**src/sfcp_pkg.sv**
```systemverilog
// shared constants, register map and gamma table for the switch fade control block
package sfcp_pkg;
	// clock and timing, each time in its own unit with the derived cycle count
	localparam int CLK_HZ           = 40_000_000;
	localparam int DEBOUNCE_MS      = 37;
	localparam int DEBOUNCE_CYC     = DEBOUNCE_MS * (CLK_HZ / 1000);
	localparam int FADE_COUNT_MS    = 7;
	localparam int GAMMA_STEPS      = 63;
	localparam int STEP_UNIT_CYC    = (FADE_COUNT_MS * (CLK_HZ / 1000)) / GAMMA_STEPS;
	localparam int INSTANT_US       = 75;
	localparam int INSTANT_CYC      = INSTANT_US * (CLK_HZ / 1_000_000);

	// widths and the top ramp step
	localparam int DEB_W            = 21;
	localparam int TMR_W            = 24;
	localparam int STEP_W           = 6;
	localparam int LVL_W            = 10;
	localparam logic [STEP_W-1:0] STEP_TOP = 6'h3e;

	// register offsets
	localparam logic [7:0] ADDR_MODE_CFG   = 8'h01;
	localparam logic [7:0] ADDR_LOW_SCALE  = 8'h02;
	localparam logic [7:0] ADDR_FADE_ON    = 8'h03;
	localparam logic [7:0] ADDR_FADE_OFF   = 8'h04;
	localparam logic [7:0] ADDR_CUR_A      = 8'h05;
	localparam logic [7:0] ADDR_CUR_B      = 8'h06;
	localparam logic [7:0] ADDR_FAULT_STAT = 8'h07;
	localparam logic [7:0] ADDR_OPEN_CFG   = 8'h08;
	localparam logic [7:0] ADDR_WRITE_GATE = 8'h09;
	localparam logic [7:0] ADDR_PROT_CFG   = 8'h0a;

	// reset values and unlock key
	localparam logic [7:0] RST_MODE_CFG   = 8'h01;
	localparam logic [7:0] RST_LOW_SCALE  = 8'h00;
	localparam logic [7:0] RST_FADE       = 8'h64;
	localparam logic [7:0] RST_CUR        = 8'h00;
	localparam logic [7:0] RST_OPEN_CFG   = 8'h1a;
	localparam logic [7:0] RST_WRITE_GATE = 8'h00;
	localparam logic [7:0] RST_PROT_CFG   = 8'h78;
	localparam logic [7:0] UNLOCK_KEY     = 8'hc5;

	// mode and low-scale register fields
	localparam int MODE_PULSE_BIT   = 0;
	localparam int MODE_FADE_ON_REG = 1;
	localparam int MODE_FADE_OFF_REG = 2;
	localparam int LOW_SCALE_LSB    = 0;

	// protection register fields
	localparam int PROT_THERMAL_RPT = 6;
	localparam int PROT_SHORT_RPT   = 5;
	localparam int PROT_SHORT_DET   = 4;
	localparam int PROT_OPEN_RPT    = 3;
	localparam int PROT_OPEN_DET_LSB = 0;

	// fault status register fields
	localparam int STAT_THERMAL     = 6;
	localparam int STAT_OPEN_LSB    = 3;
	localparam int STAT_SHORT_LSB   = 0;

	// relative brightness per ramp step, 0 to full scale 1000
	localparam logic [LVL_W-1:0] GAMMA [0:GAMMA_STEPS-1] = '{
		10'd0, 10'd2, 10'd4, 10'd6, 10'd8, 10'd10, 10'd12, 10'd16,
		10'd20, 10'd24, 10'd28, 10'd32, 10'd36, 10'd42, 10'd48, 10'd54,
		10'd60, 10'd66, 10'd72, 10'd80, 10'd88, 10'd96, 10'd104, 10'd112,
		10'd120, 10'd130, 10'd140, 10'd150, 10'd160, 10'd170, 10'd180, 10'd194,
		10'd208, 10'd222, 10'd236, 10'd250, 10'd264, 10'd282, 10'd300, 10'd318,
		10'd336, 10'd354, 10'd372, 10'd394, 10'd416, 10'd438, 10'd460, 10'd482,
		10'd504, 10'd534, 10'd564, 10'd594, 10'd624, 10'd654, 10'd684, 10'd722,
		10'd760, 10'd798, 10'd836, 10'd874, 10'd914, 10'd956, 10'd1000
	};
endpackage

```
**src/sfcp_channel.sv**
```systemverilog
// one high-current channel: switch debounce, on/off latch and gamma ramp stepping
`timescale 1ns/100ps
`default_nettype none
module sfcp_channel
	import sfcp_pkg::*;
#(
	parameter int DEB_CYCLES  = DEBOUNCE_CYC,
	parameter int STEP_CYCLES = STEP_UNIT_CYC
)(
	input  wire logic              clk_in,
	input  wire logic              rst_n_in,
	input  wire logic              sw_in,
	input  wire logic              pulse_mode_in,
	input  wire logic [7:0]        fade_on_in,
	input  wire logic [7:0]        fade_off_in,
	output logic                   on_out,
	output logic [STEP_W-1:0]      step_out
);
	typedef struct packed {
		logic              primed;
		logic              acc;
		logic [DEB_W-1:0]  deb;
		logic              on;
		logic [STEP_W-1:0] step;
		logic [TMR_W-1:0]  tmr;
	} sfcp_ch_s;

	sfcp_ch_s q_r;
	sfcp_ch_s q_nxt;

	// next-state logic: debounce, latch, ramp
	always_comb
	begin
		logic [7:0]        cnt;
		logic [TMR_W-1:0]  period;
		logic [STEP_W-1:0] goal;
		logic              fall;
		logic              rise;
		cnt    = 8'h00;
		period = '0;
		goal   = '0;
		fall   = 1'b0;
		rise   = 1'b0;
		q_nxt  = q_r;
		// both edges filtered; first stable level after reset only primes
		if ((sw_in != q_r.acc) || !q_r.primed)
		begin
			if (q_r.deb == DEB_W'(DEB_CYCLES - 1))
			begin
				q_nxt.deb    = '0;
				q_nxt.acc    = sw_in;
				q_nxt.primed = 1'b1;
				fall = q_r.primed && q_r.acc && !sw_in;
				rise = q_r.primed && !q_r.acc && sw_in;
			end
			else
			begin
				q_nxt.deb = q_r.deb + 1'b1;
			end
		end
		else
		begin
			q_nxt.deb = '0;
		end
		// pulse mode toggles on low, level mode follows the level
		if (pulse_mode_in)
		begin
			if (fall)
				q_nxt.on = !q_r.on;
		end
		else
		begin
			if (rise)
				q_nxt.on = 1'b1;
			else if (fall)
				q_nxt.on = 1'b0;
		end
		// a reversal restarts the step timer but keeps the reached step
		if (q_nxt.on != q_r.on)
			q_nxt.tmr = '0;
		else
		begin
			goal   = q_r.on ? STEP_TOP : '0;
			cnt    = q_r.on ? fade_on_in : fade_off_in;
			period = TMR_W'(cnt) * TMR_W'(STEP_CYCLES);
			if (q_r.step == goal)
				q_nxt.tmr = '0;
			else if (cnt == 8'h00)
			begin
				// cancelled fade: jump after the short instant delay
				if (q_r.tmr == TMR_W'(INSTANT_CYC - 1))
				begin
					q_nxt.step = goal;
					q_nxt.tmr  = '0;
				end
				else
					q_nxt.tmr = q_r.tmr + 1'b1;
			end
			else if (q_r.tmr == period - 1'b1)
			begin
				q_nxt.tmr  = '0;
				q_nxt.step = q_r.on ? q_r.step + 1'b1 : q_r.step - 1'b1;
			end
			else
				q_nxt.tmr = q_r.tmr + 1'b1;
		end
	end

	// state register; channel powers up off at step zero
	always_ff @(posedge clk_in or negedge rst_n_in)
	begin
		if (!rst_n_in)
			q_r <= '0;
		else
			q_r <= q_nxt;
	end

	assign on_out   = q_r.on;
	assign step_out = q_r.step;
endmodule
`default_nettype wire

```
**src/sfcp_top.sv**
```systemverilog
// switch fade control and protection: register map, write gate, fault pin, two channels
// Function
// - writes other than to the gate ignored unless gate holds unlock key
// - thermal report bit gates fault pin
// - short report bit gates fault pin
// - short detect bit enables short detection
// - open report bit gates fault pin
// - per-output bits enable open detection
// - each switch input drives own channel
// - mode bit picks pulse or level
// - both channels start off after reset
// - pulse mode: debounced low toggles channel
// - level mode: debounced high turns on
// - level mode: low ramps channel down
// - on ramp timed by fade-on setting
// - ramps walk 63 gamma steps
// - new toggle reverses ramp mid-cycle
// - debounce both edges of switch input
// - high-channel current in 256 steps
// - low channel current in 8 steps
// - fade register counts 7 ms each
// - fade value zero switches almost instantly
// - steps follow fixed gamma table
`timescale 1ns/100ps
`default_nettype none
module sfcp_top
	import sfcp_pkg::*;
#(
	parameter int DEB_CYCLES  = sfcp_pkg::DEBOUNCE_CYC,
	parameter int STEP_CYCLES = sfcp_pkg::STEP_UNIT_CYC,
	parameter int N_HIGH      = 2,
	parameter int N_OUT       = 3
)(
	input  wire logic                        CLK_IN,
	input  wire logic                        RST_N_IN,
	input  wire logic [7:0]                  REG_ADDR_IN,
	input  wire logic                        REG_WR_IN,
	input  wire logic [7:0]                  REG_WDATA_IN,
	output logic [7:0]                       REG_RDATA_OUT,
	input  wire logic [N_HIGH-1:0]           HIGH_CHANNEL_SWITCH_INPUTS_IN,
	input  wire logic [7:0]                  FADE_ON_TIME_PIN_IN,
	input  wire logic [7:0]                  FADE_OFF_TIME_PIN_IN,
	input  wire logic                        THERMAL_SHUTDOWN_IN,
	input  wire logic [N_OUT-1:0]            SHORT_SENSE_IN,
	input  wire logic [N_OUT-1:0]            OPEN_SENSE_IN,
	output logic                             FAULT_FLAG_N_OUT,
	output logic                             FAULT_FLAG_N_OE_OUT,
	output logic [N_HIGH-1:0]                CHANNEL_ON_OUT,
	output logic [sfcp_pkg::LVL_W-1:0]       HIGH_CURRENT_OUTPUT_A_LEVEL_OUT,
	output logic [sfcp_pkg::LVL_W-1:0]       HIGH_CURRENT_OUTPUT_B_LEVEL_OUT,
	output logic [7:0]                       HIGH_CURRENT_OUTPUT_A_SCALE_OUT,
	output logic [7:0]                       HIGH_CURRENT_OUTPUT_B_SCALE_OUT,
	output logic [2:0]                       LOW_CHANNEL_CURRENT_SCALE_OUT,
	output logic [N_OUT-1:0]                 SHORT_DETECT_ACTIVE_OUT,
	output logic [N_OUT-1:0]                 OPEN_DETECT_ACTIVE_OUT
);
	typedef struct packed {
		logic [7:0]        write_gate_key;
		logic [7:0]        mode_cfg;
		logic [7:0]        low_scale;
		logic [7:0]        fade_on;
		logic [7:0]        fade_off;
		logic [7:0]        cur_a;
		logic [7:0]        cur_b;
		logic [7:0]        open_cfg;
		logic [7:0]        fault_protection_config;
		logic [7:0]        rdata;
		logic              fault;
		logic [LVL_W-1:0]  level_a;
		logic [LVL_W-1:0]  level_b;
		logic [N_HIGH-1:0] sw_s1;
		logic [N_HIGH-1:0] sw_s2;
		logic [7:0]        pin_on_s1;
		logic [7:0]        pin_on_s2;
		logic [7:0]        pin_off_s1;
		logic [7:0]        pin_off_s2;
		logic              tsd_s1;
		logic              tsd_s2;
		logic [N_OUT-1:0]  short_s1;
		logic [N_OUT-1:0]  short_s2;
		logic [N_OUT-1:0]  open_s1;
		logic [N_OUT-1:0]  open_s2;
	} sfcp_top_s;

	sfcp_top_s q_r;
	sfcp_top_s q_nxt;

	logic [N_HIGH-1:0] ch_on;
	logic [STEP_W-1:0] ch_step [N_HIGH];
	logic [7:0]        fade_on_sel;
	logic [7:0]        fade_off_sel;
	logic [N_OUT-1:0]  short_seen;
	logic [N_OUT-1:0]  open_seen;
	logic              wr_ok;

	// fade time from register or from the digitised pin setting
	assign fade_on_sel  = q_r.mode_cfg[MODE_FADE_ON_REG] ? q_r.fade_on : q_r.pin_on_s2;
	assign fade_off_sel = q_r.mode_cfg[MODE_FADE_OFF_REG] ? q_r.fade_off : q_r.pin_off_s2;

	// detection enables mask the raw sense lines
	assign short_seen = q_r.fault_protection_config[PROT_SHORT_DET]
		? q_r.short_s2 : '0;
	assign open_seen  = q_r.open_s2
		& q_r.fault_protection_config[PROT_OPEN_DET_LSB +: N_OUT];

	// the gate register itself is always writable, so a locked map can be opened
	assign wr_ok = REG_WR_IN && ((REG_ADDR_IN == ADDR_WRITE_GATE)
		|| (q_r.write_gate_key == UNLOCK_KEY));

	// one independent controller per switch input
	genvar gi;
	generate
		for (gi = 0; gi < N_HIGH; gi++)
		begin : g_ch
			sfcp_channel #(
				.DEB_CYCLES  (DEB_CYCLES),
				.STEP_CYCLES (STEP_CYCLES)
			) u_ch (
				.clk_in        (CLK_IN),
				.rst_n_in      (RST_N_IN),
				.sw_in         (q_r.sw_s2[gi]),
				.pulse_mode_in (q_r.mode_cfg[MODE_PULSE_BIT]),
				.fade_on_in    (fade_on_sel),
				.fade_off_in   (fade_off_sel),
				.on_out        (ch_on[gi]),
				.step_out      (ch_step[gi])
			);
		end
	endgenerate

	// next-state logic: synchronisers, register writes, read mux, fault, levels
	always_comb
	begin
		q_nxt = q_r;
		// two-stage synchronisers for everything arriving from pins
		q_nxt.sw_s1      = HIGH_CHANNEL_SWITCH_INPUTS_IN;
		q_nxt.sw_s2      = q_r.sw_s1;
		q_nxt.pin_on_s1  = FADE_ON_TIME_PIN_IN;
		q_nxt.pin_on_s2  = q_r.pin_on_s1;
		q_nxt.pin_off_s1 = FADE_OFF_TIME_PIN_IN;
		q_nxt.pin_off_s2 = q_r.pin_off_s1;
		q_nxt.tsd_s1     = THERMAL_SHUTDOWN_IN;
		q_nxt.tsd_s2     = q_r.tsd_s1;
		q_nxt.short_s1   = SHORT_SENSE_IN;
		q_nxt.short_s2   = q_r.short_s1;
		q_nxt.open_s1    = OPEN_SENSE_IN;
		q_nxt.open_s2    = q_r.open_s1;

		// register writes, dropped while the gate is locked
		if (wr_ok)
		begin
			case (REG_ADDR_IN)
				ADDR_WRITE_GATE: q_nxt.write_gate_key = REG_WDATA_IN;
				ADDR_MODE_CFG:   q_nxt.mode_cfg       = REG_WDATA_IN;
				ADDR_LOW_SCALE:  q_nxt.low_scale      = REG_WDATA_IN;
				ADDR_FADE_ON:    q_nxt.fade_on        = REG_WDATA_IN;
				ADDR_FADE_OFF:   q_nxt.fade_off       = REG_WDATA_IN;
				ADDR_CUR_A:      q_nxt.cur_a          = REG_WDATA_IN;
				ADDR_CUR_B:      q_nxt.cur_b          = REG_WDATA_IN;
				ADDR_OPEN_CFG:   q_nxt.open_cfg       = REG_WDATA_IN;
				ADDR_PROT_CFG:   q_nxt.fault_protection_config = REG_WDATA_IN & 8'h7f;
				default:         q_nxt.write_gate_key = q_r.write_gate_key;
			endcase
		end

		// registered read data follows the address; unmapped reads zero
		case (REG_ADDR_IN)
			ADDR_WRITE_GATE: q_nxt.rdata = q_r.write_gate_key;
			ADDR_MODE_CFG:   q_nxt.rdata = q_r.mode_cfg;
			ADDR_LOW_SCALE:  q_nxt.rdata = q_r.low_scale;
			ADDR_FADE_ON:    q_nxt.rdata = q_r.fade_on;
			ADDR_FADE_OFF:   q_nxt.rdata = q_r.fade_off;
			ADDR_CUR_A:      q_nxt.rdata = q_r.cur_a;
			ADDR_CUR_B:      q_nxt.rdata = q_r.cur_b;
			ADDR_OPEN_CFG:   q_nxt.rdata = q_r.open_cfg;
			ADDR_PROT_CFG:   q_nxt.rdata = q_r.fault_protection_config;
			ADDR_FAULT_STAT:
			begin
				q_nxt.rdata = 8'h00;
				q_nxt.rdata[STAT_THERMAL] = q_r.tsd_s2;
				q_nxt.rdata[STAT_OPEN_LSB +: N_OUT]  = open_seen;
				q_nxt.rdata[STAT_SHORT_LSB +: N_OUT] = short_seen;
			end
			default:         q_nxt.rdata = 8'h00;
		endcase

		// fault pin: OR of reported sources, released when none remains
		q_nxt.fault =
			(q_r.fault_protection_config[PROT_THERMAL_RPT] && q_r.tsd_s2)
			|| (q_r.fault_protection_config[PROT_SHORT_RPT] && |short_seen)
			|| (q_r.fault_protection_config[PROT_OPEN_RPT] && |open_seen);

		// brightness from the fixed gamma table
		q_nxt.level_a = GAMMA[ch_step[0]];
		q_nxt.level_b = GAMMA[ch_step[1]];
	end

	// state register; switch sync stages reset low, channels start off from their own reset
	always_ff @(posedge CLK_IN or negedge RST_N_IN)
	begin
		if (!RST_N_IN)
		begin
			q_r                         <= '0;
			q_r.write_gate_key          <= RST_WRITE_GATE;
			q_r.mode_cfg                <= RST_MODE_CFG;
			q_r.low_scale               <= RST_LOW_SCALE;
			q_r.fade_on                 <= RST_FADE;
			q_r.fade_off                <= RST_FADE;
			q_r.cur_a                   <= RST_CUR;
			q_r.cur_b                   <= RST_CUR;
			q_r.open_cfg                <= RST_OPEN_CFG;
			q_r.fault_protection_config <= RST_PROT_CFG;
		end
		else
		begin
			q_r <= q_nxt;
		end
	end

	// open-drain fault pin: only ever pulls low
	assign FAULT_FLAG_N_OUT    = 1'b0;
	assign FAULT_FLAG_N_OE_OUT = q_r.fault;

	assign REG_RDATA_OUT                   = q_r.rdata;
	assign CHANNEL_ON_OUT                  = ch_on;
	assign HIGH_CURRENT_OUTPUT_A_LEVEL_OUT = q_r.level_a;
	assign HIGH_CURRENT_OUTPUT_B_LEVEL_OUT = q_r.level_b;
	// zero code means full scale, otherwise code/256 of maximum
	assign HIGH_CURRENT_OUTPUT_A_SCALE_OUT = q_r.cur_a;
	assign HIGH_CURRENT_OUTPUT_B_SCALE_OUT = q_r.cur_b;
	assign LOW_CHANNEL_CURRENT_SCALE_OUT   = q_r.low_scale[LOW_SCALE_LSB +: 3];
	assign SHORT_DETECT_ACTIVE_OUT = {N_OUT{q_r.fault_protection_config[PROT_SHORT_DET]}};
	assign OPEN_DETECT_ACTIVE_OUT  = q_r.fault_protection_config[PROT_OPEN_DET_LSB +: N_OUT];
endmodule
`default_nettype wire

```
**config.mk**
```make
export PLATFORM = sky130hd
export DESIGN_NAME = sfcp_top
export DESIGN_NICKNAME = d
export VERILOG_FILES = /design/src/sfcp_pkg.sv /design/src/sfcp_channel.sv /design/src/sfcp_top.sv
export SDC_FILE = /design/constraint.sdc
export NUM_CORES = 1
export LEC_CHECK = 0
export BUFFER_PORTS_ARGS = -buffer_cell sky130_fd_sc_hd__buf_4
export CAP_MARGIN = 25
export CORE_MARGIN = 8
export CORE_UTILIZATION = 40
export DETAILED_ROUTE_END_ITERATION = 8
export GPL_TIMING_DRIVEN = 0
export PLACE_DENSITY = 0.59
export SYNTH_ARGS = -nofsm -noshare
export SYNTH_HDL_FRONTEND = slang
export SYNTH_HIERARCHICAL = 1
export SYNTH_SLANG_ARGS = --single-unit
```
**constraint.sdc**
```tcl
create_clock -name CLK_IN -period 9.81 [get_ports CLK_IN]
set_input_delay 0.4905 -clock CLK_IN [delete_from_list [all_inputs] [get_ports CLK_IN]]
set_output_delay 0.4905 -clock CLK_IN [all_outputs]
set_load 0.05 [all_outputs]
```
== After elaboration in Yosys (flattened, before gate mapping) ==
Memories as Yosys holds them, arrays and structs flattened. A register that Yosys moved wholly into a read port is not among the register bits.
Cells that the tools add are included.

* Memories: 2
* RAM bits: 0
* Output and inout bits: 57
* Bits in read-only memories: 1280
* Flip-flop bits (word level): 238
* Latch bits: 0
* Bits of input ports: 44

* Equal/unequal tests: 25
* Order comparisons: 0
* Divide/modulo/power cells: 0
* Reductions and logical operators: 46
* Muxes and demuxes: 44
* Add/sub/neg operators: 10
* Bitwise logic cells: 7
* $mul: 2
* Shift operators: 0

{| class="wikitable"
|+ Memory list
! name !! depth !! bits a word !! read ports !! clocked after Yosys merged registers in !! write ports !! RTL line !! text
|-
| (no name shown) || 64 || 10 || 1 || 1 || 0 || sfcp_top.sv:195 || <nowiki>q_nxt.level_b = GAMMA[ch_step[1]];</nowiki>
|-
| (no name shown) || 64 || 10 || 1 || 1 || 0 || sfcp_top.sv:194 || <nowiki>q_nxt.level_a = GAMMA[ch_step[0]];</nowiki>
|}

{| class="wikitable"
|+ Operators by type and width
! kind !! number
|-
| $mux W24 || 8
|-
| $mux W21 || 4
|-
| $pmux W8 S10 || 1
|-
| $mux W30 || 2
|-
| $add A24 B1 Y24 const B || 2
|-
| $eq A24 B12 Y1 const B || 2
|-
| $eq A24 B24 Y1 || 2
|-
| $mux W6 || 8
|-
| $sub A21 B1 Y22 const B || 2
|-
| $add A21 B1 Y21 const B || 2
|-
| $eq A21 B21 Y1 const B || 2
|-
| $mul A8 B11 Y19 const B || 2
|-
| $eq A8 B3 Y1 const B || 4
|-
| $mux W8 || 4
|-
| $eq A8 B4 Y1 const B || 3
|-
| $reduce_and A2 Y1 || 11
|-
| $eq A8 B2 Y1 const B || 2
|-
| $logic_not A8 Y1 || 2
|-
| $mux W1 || 16
|-
| $not A6 Y7 || 2
|-
| $add A6 B1 Y6 const B || 2
|-
| $eq A6 B6 Y1 || 2
|-
| $logic_and A1 B1 Y1 || 12
|-
| $sub A6 B1 Y6 const B || 2
|-
| 12 further kinds || 35
|}

== Depth between registers and ports, before layout ==
* Word-level depth: 10
* Gate-level depth with buffers: 25

== Cells and area by module ==
The synthesis kept the hierarchy.

{| class="wikitable"
|+ Modules (own cells, without submodules)
! module !! area each (um^2) !! sequential area each (um^2) !! cells each !! instances
|-
| sfcp_top || 7724.9 || 3721.1 || 655 || 1
|-
| sfcp_channel (g_ch[1].u_ch) || 5624.1 || 1351.3 || 642 || 1
|-
| sfcp_channel (g_ch[0].u_ch) || 5502.8 || 1351.3 || 614 || 1
|}

== Worst setup path after synthesis ==
OpenSTA, ideal clock, no wires.

* Kind: register to register
* From: register g_ch[0].u_ch.q_r (netlist bit g_ch[0].u_ch/on_out)
* To: register g_ch[0].u_ch.q_r (netlist bit g_ch[0].u_ch/step_out[1])
* Setup time: 0.125 ns
* Data required time: 9.685 ns
* Arrival: 7.344 ns
* Stages on the path, launching flop included: 23
* Period minus slack after synthesis: 7.469 ns
* Slack: 2.341 ns
* Cell sequence: dfrtp_1 -> buf_2 -> buf_1 -> mux2i_1 -> inv_1 -> fa_1 -> fa_1 -> inv_1 -> fa_1 -> inv_1 -> fa_1 -> ha_1 -> buf_6 -> a21oi_4 -> nand2_2 -> or3_1 -> a2111o_1 -> nor4b_4 -> o211ai_1 -> or3_1 -> a2111o_1 -> o31ai_4 -> mux2_4

* Word-level cells in the longest chain between the ends: 6
* Elaborated cells between the ends (all ways): 22
* Those cells by class: add/sub: 1; mul: 1; eq/ne: 4; mux: 10; bitwise: 2; reduce/logical: 4

{| class="wikitable"
|+ Ends and longest elaborated chain
! element !! RTL line !! text
|-
| from (decl) || sfcp_channel.sv:28 || <nowiki>sfcp_ch_s q_r;</nowiki>
|-
| from (signal assigned) || sfcp_channel.sv:115 || <nowiki>q_r <= q_nxt;</nowiki>
|-
| $mux W8, or another cell as far along || sfcp_channel.sv:84 || <nowiki>cnt = q_r.on ? fade_on_in : fade_off_in;</nowiki>
|-
| $mul A8 B11 Y19, or another cell as far along || sfcp_channel.sv:85 || <nowiki>period = TMR_W'(cnt) * TMR_W'(STEP_CYCLES);</nowiki>
|-
| $sub A21 B1 Y22 / $mux W1 (equally long branches) || sfcp_channel.sv:99, sfcp_channel.sv:66 ||
|-
| $eq A24 B24 Y1 / $ne A1 B1 Y1 (equally long branches) || sfcp_channel.sv:99, sfcp_channel.sv:79 ||
|-
| $reduce_bool A2 Y1 (no source line) / $not A1 Y1 (equally long branches) || -- ||
|-
| $reduce_and A4 Y1 (no source line) || -- ||
|}

Parallel ways exist; a longest one is shown, timed or not. The select of a mux whose other input is x is not followed.
A chain may end at the register's enable or synchronous reset.

==> reports/metrics.yaml <==
status: "finished clean"
synth_flop_cell: "dfrtp_1"
grt_pass1_vias: 14900
switching_share_pct: 35.4
hold_start: "FADE_ON_TIME_PIN_IN[3]"
r2r-end: "g_ch[1].u_ch/q_r[12]$_DFF_PN0_"
placed_cells: 2620
clock_path_buffers: 3
cts_setup_buffers: 0
insertion_delay_ns: 0.59
period_share_pct: 84.8
p_int_mw: 2.32
nNetsFinal: 2273
drtIter0Drc: 792
path_common_cell: "fa_1"
synth_top_area_share_pct: 32.1
dieWidth_um: 233
critPathCaptureType: "flop"
cp_slowest_stage_delay_ns: 0.71
layout_setup_ws_ns: 1.49
timing.fmax_mhz: 120
finalClockSkew_ns: 0.0106
cts_buffers: 31
setup_viol: 0
syn_area_per_cell_um2: 9.86
layout_min_cycle_time_ns: 8.32
synth-seq-area-share_pct: 34.1
dr.pass1.iters: 5
vias: 14900
die_area_um2: 54300
worstMarginPinSlew_ns: 0.918
reg2reg_slack_ns: 1.49
synthTopCellsByArea: "dfrtp_1 32%, ha_1 8.2%, mux2_2 6.0%"
p_comb_share_pct: 35.8
die_h_um: 233
dpl_worst_slack_ns: 1.47
final_hold_viol_count: 0
cp_slowest_cell: "o31ai_1"
io_pins: 101
yosysTopAreaCell: "dfrtp_1"
route.detailed.wl_per_inst_um: 17.8
hold_path_end: "q_nxt[33]$_DFF_PN0_"
drv_cap: 0
grt_first_pass_wirelength_mm: 79.7
clk_pin_slew_ns: 0.06
area_growth_pct: 15.2
grt-ovfl-total: 0
routed_wl_mm: 48.0
power_mw: 3.58
hold_buffers: 20
reg2reg_depth: 22
viasPerCell: 5.51
fp.coreArea_um2: 46600
yosys_warnings: 6
vdd_drop_max_v: 0.000115
grt_use_total_pct: 17.7
n_antenna_cell: 0
rsz0062_at_grt: "no"
port_buffers: 95
final.setup.tns_ns: 0
cts_root_buf: "clkbuf_16"
drive_above_1_share_pct: 19.9
r2r-start: "g_ch[1].u_ch/on_out$_DFF_PN0_"
crit_path_cell_trace: "buf_1 -> mux2i_1 -> inv_1 -> fa_1 -> fa_1 -> inv_1 -> fa_1 -> inv_1 -> fa_1 -> ha_1 -> a2111oi_0 -> o221ai_1 -> nand2_1 -> nand2_1 -> o32ai_1 -> o21ai_0 -> nor4_1 -> a21oi_1 -> or2_2 -> o31ai_1 -> clkbuf_1 -> nor3_1"
maxSlewHeadroom_pct: 37.0
place_congestion: 0.910
cts_max_level: 1
power_density_nw_per_um2: 165
synth_edf_count: 0
ant_nets: 0
cp.required_ns: 10.26
report.final.slew_viol_count: 0
cp_max_fo: 10
syn_inst: 1911
p_clk_share_pct: 34.2
finalNonFillerCells: 2699
synth_cell_types: 108
cts_resized: 0
startpoint_type: "flop"
grt_max_degree: 123
critPathKind: "flop to flop"
core.rowCount: 79
syn-cell-area_um2: 18900
cts_tree: "yes"
min_path_type: "primary input to flop"
start_util_pct: 40.5
p_seq_share_pct: 30.0
ys_ff_latch: 256
post-dp-hpwl_mm: 36.1
p_sw_mw: 1.27
antenna_found_initial: 0
drc_errors: 0
synthArstFlopShare_pct: 100
p_leak_nw: 9.69
cp_data_arrival_time_ns: 8.77
whs_path_depth: 1
clock-sinks: 256
-- worst max-delay path: cells and delay by family (launching register included) --
kind | cells | cell delay [ns]
AND/OR/NAND/NOR | 5 | 0.99
adder cells (fa/ha/maj) | 5 | 2.38
multiplexers | 1 | 0.54
AO/OA/AOI/OAI | 6 | 2.28
flip-flops | 1 | 0.61
buffers and inverters | 5 | 1.37
-- power groups by stage --
stage	clock network [mW]	logic [mW]	registers [mW]
global route	1.30	1.44	1.08
global placement	0	1.24	1.09
finish	1.22	1.28	1.07
floorplan	0	0.990	1.09
detailed placement	0	1.26	1.09
CTS	1.26	1.28	1.07
-- area by class of cell --
cell class | count | area [µm²]
inverter | 111 | 417
timing repair buffer | 121 | 1000
clock buffer | 38 | 832
fill | 4415 | 24800
multi-input combinational | 1397 | 11200
buffer | 149 | 868
clock inverter | 20 | 268
sequential | 256 | 6420
tap | 607 | 759
-- routing by layer --
metal / global-route usage, % / part of all wire, % / up-vias
met5: 0 / 0 / -
met2: 29.0 / 47 / 298
met3: 1.78 / 4.1 / 84
met1: 24.4 / 46 / 7327
met4: 5.24 / 2.5 / 0
li1: - / - / 7149
-- cells in the mapped netlist, types with 10 or more instances --
library cell    n
a211oi_1       17
a21o_1         20
a21oi_1        85
a31oi_1        11
and2_1         11
and3_1         34
buf_2          19
buf_4          66
clkbuf_1       51
dfrtp_1       242
dfstp_2        14
fa_1           38
ha_1          124
inv_1         108
mux2_2        101
mux2i_1        38
nand2_1        92
nand2b_1       22
nand3_1        58
nand4_1        34
nor2_1        122
nor2b_1        17
nor3_1         62
nor3b_1        11
nor4_1         16
o211ai_1       17
o21ai_0        58
o22ai_1        12
or3_1          14
or4_1          10
xnor2_1        91
xor2_1         62
-- kinds of logic (layout without fill, tap and decap cells) --
family                   after synthesis  count (layout)  synth area share [%]
adder cells (fa/ha/maj)              162             162                  12.3
multiplexers                         152             152                  9.29
flip-flops                           256             256                  34.1
XOR/XNOR                             155             155                  7.35
buffers and inverters                260             439                  6.82
other                                  1               3                0.0199
AO/OA/AOI/OAI                        354             354                  13.1
AND/OR/NAND/NOR                      571             571                  17.1
-- worst max-delay path by stage --
stage	start	to	slack, ns	cells after the start
after floorplan	g_ch[0].u_ch/on_out$_DFF_PN0_	g_ch[0].u_ch/step_out[1]$_DFFE_PN0P_	2.34	22
after detailed placement	g_ch[1].u_ch/on_out$_DFF_PN0_	g_ch[1].u_ch/q_r[14]$_DFF_PN0_	1.47	22
after global routing	g_ch[1].u_ch/on_out$_DFF_PN0_	g_ch[1].u_ch/q_r[19]$_DFF_PN0_	0.77	22
after global placement	g_ch[1].u_ch/on_out$_DFF_PN0_	g_ch[1].u_ch/q_r[18]$_DFF_PN0_	1.33	23
final	g_ch[1].u_ch/on_out$_DFF_PN0_	g_ch[1].u_ch/q_r[12]$_DFF_PN0_	1.49	22
after CTS	g_ch[1].u_ch/on_out$_DFF_PN0_	g_ch[1].u_ch/q_r[14]$_DFF_PN0_	1.39	22
-- state kept, by name, summed over array words and instances (netlist names), 2 cells and up --
signal and count:
LOW_CHANNEL_CURRENT_SCALE_OUT 3, q_r 73, HIGH_CURRENT_OUTPUT_B_SCALE_OUT 8, REG_RDATA_OUT 8
HIGH_CURRENT_OUTPUT_A_LEVEL_OUT 9, q_nxt 25, g_ch.u_ch/on_out 2, g_ch.u_ch/q_r 94
HIGH_CURRENT_OUTPUT_B_LEVEL_OUT 9, OPEN_DETECT_ACTIVE_OUT 3, g_ch.u_ch/step_out 12, HIGH_CURRENT_OUTPUT_A_SCALE_OUT 8
-- cell usage in the layout (no fill, tap or decap), drive strengths merged, types with 22 or more instances in the layout --
| master | synthesis | final |
|---|---|---|
| a21oi | 86 | 86 |
| and3 | 34 | 34 |
| buf | 98 | 199 |
| clkbuf | 51 | 89 |
| dfrtp | 242 | 242 |
| fa | 38 | 38 |
| ha | 124 | 124 |
| inv | 110 | 112 |
| mux2 | 109 | 109 |
| mux2i | 39 | 39 |
| nand2 | 93 | 93 |
| nand2b | 22 | 22 |
| nand3 | 61 | 61 |
| nand4 | 38 | 38 |
| nor2 | 123 | 123 |
| nor3 | 63 | 63 |
| o21ai | 61 | 61 |
| xnor2 | 91 | 91 |
| xor2 | 62 | 62 |
-- metrics by stage --
| stage | cell area (µm²) | hold WS (ns) | utilization [%] |
|---|---|---|---|
| 3_5_place_dp | 20400 | 0.335 | 43.8 |
| 5_1_grt | 21700 | 0.00425 | 46.7 |
| 4_1_cts | 21700 | 0.00263 | 46.6 |
| 3_3_place_gp | 20300 | 0.334 | 43.7 |
| 2_1_floorplan | 18900 | 0.195 | - |
| 6_report | 21700 | 0.0269 | 46.7 |
Power figures use the tool's default switching activity.
